--- src/fsw_pkg.sv ---
// Constants, field layouts and helper functions of the fail-safe watchdog and reset controller.
package fsw_pkg;

	// Clock rate and the watchdog tick, which is the time base of every timer.
	localparam int CLK_FREQ_HZ = 10000000;
	localparam int TICK_US = 1000;
	localparam int TICK_CYCLES = TICK_US * (CLK_FREQ_HZ / 1000000);

	// Reset stretch lengths in milliseconds and in ticks.
	localparam int RST_SHORT_MS = 1;
	localparam int RST_LONG_MS = 20;
	localparam logic [4:0] RST_SHORT_TICKS = 5'(RST_SHORT_MS * 1000 / TICK_US);
	localparam logic [4:0] RST_LONG_TICKS = 5'(RST_LONG_MS * 1000 / TICK_US);

	// Start-up service limit and reset pin clamp limit, in milliseconds and ticks.
	localparam int STARTUP_LIMIT_MS = 256;
	localparam logic [15:0] STARTUP_TICKS = 16'(STARTUP_LIMIT_MS * 1000 / TICK_US);
	localparam int CLAMP_MS = 10;
	localparam logic [4:0] CLAMP_TICKS = 5'(CLAMP_MS * 1000 / TICK_US);

	// Register byte offsets on the bus.
	localparam logic [7:0] REG_MODE = 8'h00;
	localparam logic [7:0] REG_CONFIG = 8'h04;
	localparam logic [7:0] REG_STATUS = 8'h08;

	// Configuration register bit positions.
	localparam int CFG_RLS_BIT = 0;
	localparam int CFG_TIE_BIT = 1;
	localparam int CFG_RIE_BIT = 2;

	// Operating mode codes; 000 and 010 are illegal.
	localparam logic [2:0] MODE_FLASH_SEQ = 3'h1;
	localparam logic [2:0] MODE_STANDBY = 3'h3;
	localparam logic [2:0] MODE_SLEEP = 3'h4;
	localparam logic [2:0] MODE_NORMAL = 3'h5;
	localparam logic [2:0] MODE_FLASH_EXIT = 3'h6;
	localparam logic [2:0] MODE_FLASH_SERVE = 3'h7;

	// Reset source codes.
	localparam logic [3:0] SRC_POWER_ON = 4'h0;
	localparam logic [3:0] SRC_LOW_SUPPLY = 4'h1;
	localparam logic [3:0] SRC_CURRENT = 4'h2;
	localparam logic [3:0] SRC_EXTERNAL = 4'h3;
	localparam logic [3:0] SRC_FLASH_ENTRY = 4'h6;
	localparam logic [3:0] SRC_FLASH_EXIT = 4'h7;
	localparam logic [3:0] SRC_WAKE = 4'h8;
	localparam logic [3:0] SRC_WATCHDOG = 4'h9;
	localparam logic [3:0] SRC_ILLEGAL = 4'hA;
	localparam logic [3:0] SRC_IRQ = 4'hB;

	// Longest period: largest nominal value with the largest prescaler.
	localparam logic [11:0] PERIOD_MAX_MS = 12'h800;
	localparam logic [1:0] PRESC_MAX = 2'h3;

	// Mode register layout, one 32-bit word.
	typedef struct packed {
		logic [20:0] rsvd;
		logic wd_off;
		logic [1:0] presc;
		logic [4:0] period;
		logic [2:0] mode;
	} fsw_mode_reg_t;

	// Decoded period code.
	typedef struct packed {
		logic ok;
		logic [11:0] ms;
	} fsw_period_t;

	// Operating state, Gray coded along start-up, normal, standby, sleep.
	typedef enum logic [2:0] {
		ST_STARTUP = 3'h0,
		ST_NORMAL = 3'h1,
		ST_STANDBY = 3'h3,
		ST_SLEEP = 3'h2,
		ST_FLASH = 3'h6,
		ST_FAILSAFE = 3'h4
	} fsw_state_t;

	// Ten redundant period codes, each at least two bits apart from every other code.
	function automatic fsw_period_t fsw_period(input logic [4:0] code);
		unique case (code)
			5'h03: return {1'b1, 12'h004};
			5'h05: return {1'b1, 12'h008};
			5'h06: return {1'b1, 12'h010};
			5'h09: return {1'b1, 12'h020};
			5'h0A: return {1'b1, 12'h040};
			5'h0C: return {1'b1, 12'h080};
			5'h11: return {1'b1, 12'h100};
			5'h12: return {1'b1, 12'h200};
			5'h14: return {1'b1, 12'h400};
			5'h18: return {1'b1, PERIOD_MAX_MS};
			default: return {1'b0, 12'h000};
		endcase
	endfunction

	// Six legal mode codes.
	function automatic logic fsw_mode_ok(input logic [2:0] code);
		return (code != 3'h0) && (code != 3'h2);
	endfunction

	// Period in ticks after the prescaler.
	function automatic logic [15:0] fsw_scale(input logic [11:0] ms, input logic [1:0] p);
		return {4'h0, ms} << p;
	endfunction

endpackage

--- src/fsw_watchdog_reset.sv ---
// Fail-safe watchdog and system reset controller with a classic Wishbone register slave.
`timescale 1ns/1ps
module fsw_watchdog_reset
	import fsw_pkg::*;
#(
	parameter int TICK_CYCLES_P = TICK_CYCLES
) (
	input wire logic clk_i,
	input wire logic rst_i,
	input wire logic ce_i,
	input wire logic wb_cyc_i,
	input wire logic wb_stb_i,
	input wire logic wb_we_i,
	input wire logic [7:0] wb_adr_i,
	input wire logic [3:0] wb_sel_i,
	input wire logic [31:0] wb_dat_i,
	output logic [31:0] wb_dat_o,
	output logic wb_ack_o,
	input wire logic rst_pin_i,
	output logic rst_pin_o,
	output logic rst_pin_oe_o,
	input wire logic supply_ok_i,
	input wire logic cur_above_low_i,
	input wire logic cur_above_high_i,
	input wire logic wake_i,
	input wire logic irq_unserved_i,
	output logic timeout_irq_o,
	output logic restart_irq_o,
	output logic failsafe_o
);

	// Pin synchroniser stages and the agreed value; bit 0 pin, 1 supply, 2 low, 3 high.
	logic [3:0] s1_ff, s2_ff, s3_ff, flt_ff;
	logic [15:0] tick_cnt_ff; // Oscillator divider.
	logic tick; // One-cycle watchdog tick.
	logic ack_ff; // Bus acknowledge.
	logic [31:0] rd_ff; // Bus read data.
	fsw_mode_reg_t mode_ff; // Last mode register value written with legal mode and period codes.
	logic rls_ff, tie_ff, rie_ff; // Length select and interrupt enables.
	fsw_state_t state_ff, nxt_state;
	logic [15:0] wd_cnt_ff, limit_ff, nxt_limit, cur_limit;
	logic run_ff, nxt_run, off_ff, nxt_off, miss_ff, nxt_miss, armed_ff, nxt_armed;
	logic [1:0] seq_ff, nxt_seq; // Progress through the flash entry sequence.
	logic rst_active_ff, rel_chk_ff, por_pend_ff, sup_prev_ff, pin_prev_ff, oe_ff;
	logic [4:0] rst_cnt_ff, clamp_cnt_ff;
	logic [3:0] src_ff, evt_src, fail_src;
	logic t_irq_ff, r_irq_ff, fs_ff;
	logic bus_req, mode_wr, cfg_wr, legal, expired, wd_clear, fail_evt, go_fs, restart;
	logic tie_clr, t_irq, r_irq, por, low_sup, ext_fall, hw_evt, evt, clamp_fs;
	fsw_mode_reg_t wr_val;
	fsw_period_t per;
	logic [15:0] new_limit;

	// Three-stage synchroniser; a bit changes only once stages two and three agree.
	always_ff @(posedge clk_i) begin
		if (rst_i) begin
			s1_ff <= 4'h1;
			s2_ff <= 4'h1;
			s3_ff <= 4'h1;
			flt_ff <= 4'h1;
		end else if (ce_i) begin
			s1_ff <= {cur_above_high_i, cur_above_low_i, supply_ok_i, rst_pin_i};
			s2_ff <= s1_ff;
			s3_ff <= s2_ff;
			flt_ff <= (s2_ff & s3_ff) | (flt_ff & (s2_ff ^ s3_ff));
		end
	end

	// The tick comes from the on-chip oscillator only, never from a host clock.
	always_ff @(posedge clk_i) begin
		if (rst_i) begin
			tick_cnt_ff <= 16'h0000;
		end else if (ce_i) begin
			// Restarting on a reset event makes a pulse last whole ticks, never a fraction of one.
			if (tick || evt) begin
				tick_cnt_ff <= 16'h0000;
			end else begin
				tick_cnt_ff <= 16'(tick_cnt_ff + 16'h0001);
			end
		end
	end
	assign tick = ce_i && (tick_cnt_ff == 16'(TICK_CYCLES_P - 1));

	// Bus decode; a mode write needs the two low byte lanes, since fields span both.
	assign bus_req = wb_cyc_i && wb_stb_i && !ack_ff;
	assign mode_wr = bus_req && wb_we_i && (wb_adr_i == REG_MODE) && (&wb_sel_i[1:0]);
	assign cfg_wr = bus_req && wb_we_i && (wb_adr_i == REG_CONFIG) && wb_sel_i[0];
	assign wr_val = fsw_mode_reg_t'(wb_dat_i);
	assign per = fsw_period(wr_val.period);
	assign legal = per.ok && fsw_mode_ok(wr_val.mode);
	assign new_limit = fsw_scale(per.ms, wr_val.presc);

	// Slave answers one cycle after the request; unmapped reads return zero.
	always_ff @(posedge clk_i) begin
		if (rst_i) begin
			ack_ff <= 1'b0;
			rd_ff <= 32'h0000_0000;
		end else if (ce_i) begin
			ack_ff <= bus_req;
			if (bus_req && !wb_we_i) begin
				unique case (wb_adr_i)
					REG_MODE: rd_ff <= mode_ff;
					REG_CONFIG: rd_ff <= {29'h0, rie_ff, tie_ff, rls_ff};
					REG_STATUS: rd_ff <= {22'h0, miss_ff, armed_ff, run_ff, state_ff, src_ff};
					default: rd_ff <= 32'h0000_0000;
				endcase
			end
		end
	end

	// Current start-up limit or programmed period, and the overflow condition.
	assign cur_limit = (state_ff == ST_STARTUP) ? STARTUP_TICKS : limit_ff;
	assign expired = run_ff && !rst_active_ff && (wd_cnt_ff >= cur_limit);

	// Watchdog decisions per state; a reset request here is taken only outside a pulse.
	always_comb begin
		nxt_state = state_ff;
		nxt_limit = limit_ff;
		nxt_run = run_ff;
		nxt_off = off_ff;
		nxt_miss = miss_ff;
		nxt_armed = armed_ff;
		nxt_seq = seq_ff;
		wd_clear = 1'b0;
		fail_evt = 1'b0;
		fail_src = SRC_WATCHDOG;
		go_fs = 1'b0;
		restart = 1'b0;
		tie_clr = 1'b0;
		t_irq = 1'b0;
		r_irq = 1'b0;
		if (!rst_active_ff) begin
			unique case (state_ff)
				ST_STARTUP: begin
					if (mode_wr && !legal) begin
						fail_evt = 1'b1;
						fail_src = per.ok ? SRC_ILLEGAL : SRC_WATCHDOG;
					end else if (mode_wr) begin
						wd_clear = 1'b1;
						nxt_limit = new_limit;
						nxt_miss = 1'b0;
						nxt_armed = 1'b0; // Any handshake uses up the flash entry.
						nxt_seq = 2'h0;
						nxt_off = wr_val.wd_off;
						if (wr_val.mode == MODE_NORMAL) begin
							nxt_state = ST_NORMAL;
						end else if (wr_val.mode == MODE_STANDBY) begin
							nxt_state = armed_ff ? ST_FLASH : ST_STANDBY;
						end else if (wr_val.mode == MODE_SLEEP) begin
							nxt_state = ST_SLEEP;
						end else begin
							fail_evt = 1'b1;
							fail_src = SRC_ILLEGAL;
						end
					end else if (expired && miss_ff) begin
						go_fs = 1'b1;
					end else if (expired) begin
						fail_evt = 1'b1;
						nxt_miss = 1'b1;
						restart = 1'b1;
					end
				end
				ST_NORMAL: begin
					if (expired) begin
						fail_evt = 1'b1;
					end else if (mode_wr && !legal) begin
						fail_evt = 1'b1;
						fail_src = per.ok ? SRC_ILLEGAL : SRC_WATCHDOG;
					end else if (mode_wr && (wd_cnt_ff < (limit_ff >> 1))) begin
						fail_evt = 1'b1;
					end else if (mode_wr) begin
						wd_clear = 1'b1;
						nxt_limit = new_limit;
						nxt_off = wr_val.wd_off;
						nxt_seq = (wr_val.mode == MODE_FLASH_SERVE) ? 2'h1 : 2'h0;
						unique case (wr_val.mode)
							MODE_NORMAL: nxt_state = ST_NORMAL;
							MODE_STANDBY: begin
								nxt_state = ST_STANDBY;
								if (wr_val.wd_off) begin
									nxt_limit = fsw_scale(PERIOD_MAX_MS, PRESC_MAX);
								end
							end
							MODE_SLEEP: nxt_state = ST_SLEEP;
							MODE_FLASH_SEQ: nxt_seq = (seq_ff == 2'h1) ? 2'h2 : 2'h0;
							MODE_FLASH_SERVE: begin
								if (seq_ff == 2'h2) begin
									fail_evt = 1'b1;
									fail_src = SRC_FLASH_ENTRY;
									nxt_armed = 1'b1;
									nxt_seq = 2'h0;
								end
							end
							default: begin
								fail_evt = 1'b1;
								fail_src = SRC_ILLEGAL;
							end
						endcase
					end
				end
				ST_STANDBY: begin
					if (!run_ff && flt_ff[3]) begin
						nxt_run = 1'b1;
						wd_clear = 1'b1;
						r_irq = rie_ff;
						fail_evt = !rie_ff;
						fail_src = SRC_CURRENT;
					end else if (expired && off_ff && !flt_ff[2]) begin
						nxt_run = 1'b0;
					end else if (expired && tie_ff) begin
						wd_clear = 1'b1;
						t_irq = 1'b1;
						tie_clr = 1'b1;
					end else if (expired) begin
						fail_evt = 1'b1;
						tie_clr = 1'b1;
					end else if (mode_wr && (!legal || wr_val.mode == MODE_FLASH_SEQ
						|| wr_val.mode >= MODE_FLASH_EXIT)) begin
						fail_evt = 1'b1;
						fail_src = per.ok ? SRC_ILLEGAL : SRC_WATCHDOG;
					end else if (mode_wr) begin
						wd_clear = 1'b1;
						nxt_run = 1'b1;
						nxt_off = wr_val.wd_off;
						if (!wr_val.wd_off) begin
							nxt_limit = new_limit;
						end
						if (wr_val.mode == MODE_NORMAL) begin
							nxt_state = ST_NORMAL;
						end else if (wr_val.mode == MODE_SLEEP) begin
							nxt_state = ST_SLEEP;
						end
					end else if (wake_i) begin
						fail_evt = 1'b1;
						fail_src = SRC_WAKE;
					end
				end
				ST_SLEEP: begin
					// The host is unpowered here, so supply current is not watched.
					if (expired && off_ff) begin
						nxt_run = 1'b0;
					end else if (expired) begin
						fail_evt = 1'b1;
						tie_clr = 1'b1;
					end else if (wake_i) begin
						fail_evt = 1'b1;
						fail_src = SRC_WAKE;
					end
				end
				ST_FLASH: begin
					if (expired) begin
						fail_evt = 1'b1;
						tie_clr = 1'b1;
					end else if (mode_wr && legal && wr_val.mode == MODE_FLASH_SERVE) begin
						wd_clear = 1'b1;
						nxt_limit = new_limit;
					end else if (mode_wr && legal && wr_val.mode == MODE_FLASH_EXIT) begin
						fail_evt = 1'b1;
						fail_src = SRC_FLASH_EXIT;
					end else if (mode_wr) begin
						fail_evt = 1'b1;
						fail_src = per.ok ? SRC_ILLEGAL : SRC_WATCHDOG;
					end
				end
				ST_FAILSAFE: begin
					if (wake_i) begin
						fail_evt = 1'b1;
						fail_src = SRC_WAKE;
					end
				end
				default: go_fs = 1'b1;
			endcase
			if (irq_unserved_i && state_ff != ST_SLEEP && state_ff != ST_FAILSAFE) begin
				fail_evt = 1'b1;
				fail_src = SRC_IRQ;
			end
		end
	end

	// Hardware reset causes; power-on waits for the host supply to appear.
	assign por = por_pend_ff && flt_ff[1];
	assign low_sup = sup_prev_ff && !flt_ff[1] && !por_pend_ff;
	assign ext_fall = pin_prev_ff && !flt_ff[0] && !oe_ff && !rel_chk_ff;
	assign hw_evt = por || low_sup || ext_fall;
	assign evt = !rst_active_ff && !clamp_fs && (hw_evt || fail_evt);
	assign evt_src = por ? SRC_POWER_ON : low_sup ? SRC_LOW_SUPPLY : ext_fall ? SRC_EXTERNAL :
		fail_src;
	assign clamp_fs = (rst_active_ff || rel_chk_ff) && (clamp_cnt_ff >= CLAMP_TICKS) &&
		(state_ff != ST_FAILSAFE);

	// Reset pulse stretcher and pin clamp supervision.
	always_ff @(posedge clk_i) begin
		if (rst_i) begin
			rst_active_ff <= 1'b0;
			rst_cnt_ff <= 5'h00;
			src_ff <= SRC_POWER_ON;
			rel_chk_ff <= 1'b0;
			clamp_cnt_ff <= 5'h00;
			por_pend_ff <= 1'b1;
			sup_prev_ff <= 1'b0;
			pin_prev_ff <= 1'b1;
			oe_ff <= 1'b0;
		end else if (ce_i) begin
			sup_prev_ff <= flt_ff[1];
			pin_prev_ff <= flt_ff[0];
			oe_ff <= rst_active_ff || state_ff == ST_SLEEP || state_ff == ST_FAILSAFE;
			if (por) begin
				por_pend_ff <= 1'b0;
			end
			if (clamp_fs) begin
				rst_active_ff <= 1'b0;
				rel_chk_ff <= 1'b0;
				clamp_cnt_ff <= 5'h00;
			end else if (evt) begin
				rst_active_ff <= 1'b1;
				// A restart sets the length bit on this same edge, so its own pulse is long too.
				rst_cnt_ff <= (rls_ff || restart) ? RST_LONG_TICKS : RST_SHORT_TICKS;
				src_ff <= evt_src;
				rel_chk_ff <= 1'b0;
				clamp_cnt_ff <= 5'h00;
			end else if (rst_active_ff) begin
				if (!flt_ff[0]) begin
					clamp_cnt_ff <= 5'h00;
				end else if (tick) begin
					clamp_cnt_ff <= 5'(clamp_cnt_ff + 5'h01);
				end
				if (tick && rst_cnt_ff == 5'h01) begin
					rst_active_ff <= 1'b0;
					rel_chk_ff <= 1'b1;
					clamp_cnt_ff <= 5'h00;
				end else if (tick) begin
					rst_cnt_ff <= 5'(rst_cnt_ff - 5'h01);
				end
			end else if (rel_chk_ff) begin
				if (flt_ff[0]) begin
					rel_chk_ff <= 1'b0;
					clamp_cnt_ff <= 5'h00;
				end else if (tick) begin
					clamp_cnt_ff <= 5'(clamp_cnt_ff + 5'h01);
				end
			end
		end
	end

	// Operating state and watchdog bookkeeping.
	always_ff @(posedge clk_i) begin
		if (rst_i) begin
			state_ff <= ST_STARTUP;
			limit_ff <= STARTUP_TICKS;
			run_ff <= 1'b1;
			off_ff <= 1'b0;
			miss_ff <= 1'b0;
			armed_ff <= 1'b0;
			seq_ff <= 2'h0;
		end else if (ce_i) begin
			miss_ff <= nxt_miss;
			armed_ff <= nxt_armed;
			seq_ff <= nxt_seq;
			if (go_fs || clamp_fs) begin
				state_ff <= ST_FAILSAFE;
				run_ff <= 1'b0;
			end else if (evt) begin
				state_ff <= ST_STARTUP;
				run_ff <= 1'b1;
				off_ff <= 1'b0;
			end else begin
				state_ff <= nxt_state;
				limit_ff <= nxt_limit;
				run_ff <= nxt_run;
				off_ff <= nxt_off;
			end
		end
	end

	// Watchdog counter in ticks since the last accepted trigger.
	always_ff @(posedge clk_i) begin
		if (rst_i) begin
			wd_cnt_ff <= 16'h0000;
		end else if (ce_i) begin
			if (evt || go_fs || wd_clear || rst_active_ff) begin
				wd_cnt_ff <= 16'h0000;
			end else if (tick && run_ff) begin
				wd_cnt_ff <= 16'(wd_cnt_ff + 16'h0001);
			end
		end
	end

	// Configuration bits; a software write to the enable wins over the hardware clear.
	always_ff @(posedge clk_i) begin
		if (rst_i) begin
			rls_ff <= 1'b0;
			tie_ff <= 1'b0;
			rie_ff <= 1'b0;
			mode_ff <= '0;
		end else if (ce_i) begin
			if (restart || go_fs || clamp_fs) begin
				rls_ff <= 1'b1;
			end else if (cfg_wr) begin
				rls_ff <= wb_dat_i[CFG_RLS_BIT];
			end
			if (cfg_wr) begin
				tie_ff <= wb_dat_i[CFG_TIE_BIT];
				rie_ff <= wb_dat_i[CFG_RIE_BIT];
			end else if (tie_clr) begin
				tie_ff <= 1'b0;
			end
			if (mode_wr && legal) begin
				mode_ff <= wr_val;
			end
		end
	end

	// Registered outputs.
	always_ff @(posedge clk_i) begin
		if (rst_i) begin
			t_irq_ff <= 1'b0;
			r_irq_ff <= 1'b0;
			fs_ff <= 1'b0;
		end else if (ce_i) begin
			t_irq_ff <= t_irq && !evt;
			r_irq_ff <= r_irq && !evt;
			fs_ff <= state_ff == ST_FAILSAFE;
		end
	end
	assign wb_ack_o = ack_ff;
	assign wb_dat_o = rd_ff;
	assign rst_pin_o = 1'b0;
	assign rst_pin_oe_o = oe_ff;
	assign timeout_irq_o = t_irq_ff;
	assign restart_irq_o = r_irq_ff;
	assign failsafe_o = fs_ff;

	a_illegal_mode_rst: assert property (@(posedge clk_i) disable iff (rst_i)
		ce_i && mode_wr && !fsw_mode_ok(wr_val.mode) && per.ok && !expired && !irq_unserved_i
		&& !rst_active_ff && !hw_evt && !clamp_fs
		&& (state_ff == ST_STARTUP || state_ff == ST_NORMAL || state_ff == ST_FLASH)
		|=> rst_active_ff && src_ff == SRC_ILLEGAL)
		else $error("illegal mode code did not reset");
	a_bad_period_rst: assert property (@(posedge clk_i) disable iff (rst_i)
		ce_i && mode_wr && !per.ok && (state_ff == ST_STARTUP || state_ff == ST_NORMAL) && !expired
		&& !rst_active_ff
		&& !hw_evt && !clamp_fs && !irq_unserved_i |=> rst_active_ff && src_ff == SRC_WATCHDOG)
		else $error("illegal period code did not reset");
	a_early_trigger: assert property (@(posedge clk_i) disable iff (rst_i)
		ce_i && state_ff == ST_NORMAL && mode_wr && legal && wd_cnt_ff < (limit_ff >> 1)
		&& !rst_active_ff && !hw_evt && !clamp_fs |=> rst_active_ff ##1 state_ff == ST_STARTUP)
		else $error("early trigger not caught");
	a_pin_follows: assert property (@(posedge clk_i) disable iff (rst_i)
		ce_i && rst_active_ff ##1 ce_i |-> rst_pin_oe_o)
		else $error("reset pin not driven during pulse");
	a_stretch_load: assert property (@(posedge clk_i) disable iff (rst_i)
		$rose(rst_active_ff) |-> rst_cnt_ff == (($past(rls_ff) || $past(restart)) ? RST_LONG_TICKS
		: RST_SHORT_TICKS))
		else $error("stretch length not taken from length select");
	a_source_hold: assert property (@(posedge clk_i) disable iff (rst_i)
		!evt |=> $stable(src_ff))
		else $error("reset source changed without an event");
	a_tie_cleared: assert property (@(posedge clk_i) disable iff (rst_i)
		ce_i && tie_clr && !cfg_wr |=> !tie_ff)
		else $error("time-out interrupt enable not cleared");
	a_second_miss: assert property (@(posedge clk_i) disable iff (rst_i)
		ce_i && state_ff == ST_STARTUP && expired && miss_ff && !mode_wr |=> state_ff == ST_FAILSAFE
		&& !run_ff)
		else $error("second start-up miss did not fail safe");
	a_off_stop: assert property (@(posedge clk_i) disable iff (rst_i)
		ce_i && state_ff == ST_STANDBY && run_ff && expired && off_ff && !flt_ff[2] && !hw_evt
		&& !irq_unserved_i |=> !run_ff)
		else $error("watchdog did not stop once current was low");
	a_restart_len: assert property (@(posedge clk_i) disable iff (rst_i)
		ce_i && (restart || go_fs) |=> rls_ff)
		else $error("length select not set on restart");

endmodule // fsw_watchdog_reset

--- config.mk ---
export PLATFORM = sky130hd
export DESIGN_NAME = fsw_watchdog_reset
export DESIGN_NICKNAME = d
export VERILOG_FILES = /design/src/fsw_pkg.sv /design/src/fsw_watchdog_reset.sv
export SDC_FILE = /design/constraint.sdc
export NUM_CORES = 1
export LEC_CHECK = 0
export BUFFER_PORTS_ARGS = -buffer_cell sky130_fd_sc_hd__buf_2
export CAP_MARGIN = 20
export CELL_PAD_IN_SITES_DETAIL_PLACEMENT = 1
export CELL_PAD_IN_SITES_GLOBAL_PLACEMENT = 2
export CORE_ASPECT_RATIO = 0.5
export CORE_MARGIN = 2
export CORE_UTILIZATION = 39
export CTS_BUF_LIST = sky130_fd_sc_hd__clkbuf_8
export CTS_CLUSTER_SIZE = 8
export DETAILED_ROUTE_END_ITERATION = 8
export GPL_ROUTABILITY_DRIVEN = 1
export GPL_TIMING_DRIVEN = 0
export HOLD_SLACK_MARGIN = 0.02
export PLACE_DENSITY_LB_ADDON = 0.1
export RECOVER_POWER = 25
export SYNTH_ARGS = -nofsm -noshare
export SYNTH_HDL_FRONTEND = slang
export SYNTH_SLANG_ARGS = --single-unit
--- constraint.sdc ---
create_clock -name clk_i -period 10.7 [get_ports clk_i]
set_clock_uncertainty 0.2 [all_clocks]
set_input_delay 0 -clock clk_i [delete_from_list [all_inputs] [get_ports clk_i]]
set_output_delay 0 -clock clk_i [all_outputs]
set_load 0.03 [all_outputs]
==> metrics.md <==
| Metric | Value |
|---|---|
| Global-route wire length before repair | `48.5 mm` |
| RSZ-0062 raised after global routing | `false` |
| Max-slew violation count | `0` |
| Placed Area | `0.00946 mm^2` |
| Crit Path Max Fanout | `10` |
| Leak | `3.68 nW` |
| Clk pin slew, worst setup/hold paths | `0.10 ns` |
| Period utilization | `60.4%` |
| Clk_lat worst skew | `0.51 ns` |
| Site Rows | `38` |
| Status | `completed` |
| Core area | `0.0217 mm^2` |
| Yosys warns | `0` |
| Most frequent cells in the layout | `nand2_1, dfxtp_1, nor2_1, a21oi_1, clkbuf_1` |
| CP Launch Type | `register` |
| # port buffers | `87` |
| Final hold viol count | `0` |
| Dominant cell type by area after synthesis | `dfxtp_1` |
| Largest net degree at the start of global routing | `17` |
| GR Overflow Total | `0` |
| Syn nets | `1199` |
| Die height | `109 um` |
| Area growth syn-to-layout | `19.6%` |
| Ys flop type | `dfxtp_1` |
| CTS tree | `built` |
| Root Driver | `clkbuf_8` |
| Vias after detailed routing | `8870` |
| Die footprint | `0.0234 mm^2` |
| Clock sinks | `161` |
| PwrDens | `114 mW/mm^2` |
| Max Cap Viol | `0` |
| HP Class | `input pin to register` |
| Post-CTS sizing | `0` |
| Worst vdd ir | `0.0784 mV` |
| Antenna-violating nets left | `0` |
| Chip width | `215 um` |
| DRC | `0` |
| Wirelength per Cell | `19.4 um` |
| Final instance area | `0.0103 mm^2` |
| Cell Area, Synth | `0.00864 mm^2` |
| Global router's overall resource usage | `26.7%` |
| Register bit total from synthesis | `161` |
| Area contributors post-synth | `dfxtp_1, nand2_1, a21oi_1, ha_1, nor2_1` |
| Leading cell type in the layout, fill and taps excluded | `nand2_1` |
| Share of layout cells above drive strength 1 | `9.23%` |
| Tmin final | `6.47 ns` |
| WP data required | `10.92 ns` |
| IO Pins | `94` |
| Setup TNS | `0 ns` |
| Area share of the largest cell type after synthesis | `37.3%` |
| Total CTS buffers | `17` |
| Vias per cell | `5.62` |
| Utilization after layout | `47.6%` |
| Final Non-Filler Cells | `1578` |
| Fmax | `155 MHz` |
| Antenna violations before repair | `4` |
| DRT Pass-1 Iters | `8` |
| Gpl congestion | `0.918` |
| Mean post-synth cell area | `7.84 um^2` |
| Initial DRC count | `587` |
| N_diodes | `0` |
| Kind of critical path | `register to register` |
| Post-Route WL | `30.7 mm` |
| Initial Util | `39.8%` |
| CP endpoint kind | `register` |
| Vias in the first global route | `8969` |
| Worst Path Arrival | `6.69 ns` |
| Worst rel slew slack | `30.2%` |
| Final setup viols | `0` |
| Final HPWL DP | `22.8 mm` |
| Slew @ Worst Pin | `1.04 ns` |
| Post-synth EDFFs | `0` |
| Placed Instances | `1491` |
| Fill cells | `2763` |
| Synth Instances | `1103` |
| Async set-reset flop share out of synthesis | `0%` |
| Synth cell types | `77` |
| Sequential-to-total area share from yosys stat | `37.3%` |
| Nets | `1361` |
| Number of H-tree levels | `4` |
| Buffers from clock root to sink, at most | `2` |
synthesized netlist by cell type (all sizes together) (6+ instances only):
| library cell | n |
|---|---|
| a21oi | 106 |
| a22oi | 36 |
| a31oi | 7 |
| and2 | 6 |
| and3 | 10 |
| buf | 11 |
| clkbuf | 54 |
| dfxtp | 161 |
| ha | 40 |
| inv | 29 |
| mux2 | 10 |
| mux2i | 21 |
| nand2 | 167 |
| nand2b | 10 |
| nand3 | 39 |
| nand3b | 7 |
| nand4 | 19 |
| nor2 | 124 |
| nor2b | 12 |
| nor3 | 24 |
| nor4 | 9 |
| o211ai | 8 |
| o21ai | 57 |
| o31ai | 14 |
| or3 | 11 |
| or4 | 13 |
| xor2 | 13 |
worst max-delay path: stages (launching register included):
cell and delay [ns]:
dfxtp_1 0.32, clkbuf_1 0.35, clkinv_1 0.46, nand2_1 0.42
clkbuf_1 0.38, nand2_1 0.11, ha_1 0.31, a21o_1 0.19
a211o_1 0.30, a22oi_1 0.40, nand2_1 0.19, clkbuf_1 0.31
a41o_1 0.40, o21ai_0 0.53, nand3_2 0.26, or4_1 0.52
dlygate4sd3_1 0.57, a21oi_1 0.14
final timing paths:
path | start | endpoint | slack (ns) | cells after the start
setup / recovery | state_ff[0] | limit_ff[2] | 4.23 | 17
hold reg to reg | mode_ff[11] | mode_ff[11] | 0.26 | 2
hold / removal | cur_above_low_i | s1_ff[2] | 0.06 | 4
setup reg to reg | state_ff[0] | limit_ff[2] | 4.23 | 17
layout make-up:
class / instances / area [um^2] / area share, %
clock inverters: 14 / 128 / 1.23
repair buffers: 143 / 943 / 9.13
well taps: 300 / 375 / 3.63
plain buffers: 65 / 278 / 2.69
multi-input cells: 845 / 5020 / 48.6
inverters: 32 / 120 / 1.16
flip-flops and latches: 161 / 3220 / 31.2
clock buffers: 18 / 248 / 2.40
logic make-up (layout without fill, tap and decap cells):
kind of cell	count (synthesis)	in the layout	synth area share, %
mux	31	31	3.74
flops	161	161	37.3
fa+ha+maj	40	40	5.79
simple gates	477	477	26.5
buf+inv	97	272	4.60
xor+xnor	18	18	1.82
other cells	1	1	0.0434
compound gates	278	278	20.2
what timing repair did:
action | in CTS | in global routing
hold buffers | 55 | 0
setup buffers | 0 | 0
hold endpoints to repair | 87 | 0
stage by stage:
step / total power, W / hold WS (ns) / worst slack, ns
after floorplan: 0.000687 / -0.0716 / 6.46
after global placement: 0.000729 / 0.0150 / 4.49
after detailed placement: 0.000731 / 0.0294 / 4.80
after CTS: 0.00119 / 0.0297 / 4.37
after global routing: 0.00123 / 0.0540 / 3.87
final: 0.00118 / 0.0552 / 4.23
report_power, final:
| part | internal, W | switching (W) | total (W) | leakage, nW |
|---|---|---|---|---|
| clock network | 0.000192 | 0.000257 | 0.000449 | 0.188 |
| registers | 0.000604 | 0.00000544 | 0.000609 | 1.30 |
| logic | 0.0000469 | 0.0000763 | 0.000123 | 2.19 |
| total | 0.000843 | 0.000339 | 0.00118 | 3.68 |
registers in the layout, summed over array words and instances, names as in the netlist, 2 cells and up:
register	cells
s3_ff	4
rst_cnt_ff	5
limit_ff	13
s1_ff	4
clamp_cnt_ff	5
flt_ff	4
seq_ff	2
mode_ff	32
src_ff	4
state_ff	3
wb_dat_o	32
wd_cnt_ff	16
s2_ff	4
tick_cnt_ff	16
layer usage:
layer | vias up | GRT usage (%) | part of all wire (%)
li1 | 4285 | - | -
met1 | 4342 | 35.6 | 48
met2 | 200 | 42.6 | 44
met3 | 39 | 6.89 | 6.1
met4 | 4 | 8.23 | 1.5
met5 | - | 0 | 0.075
Note: power is estimated with default switching activity, not from simulation.
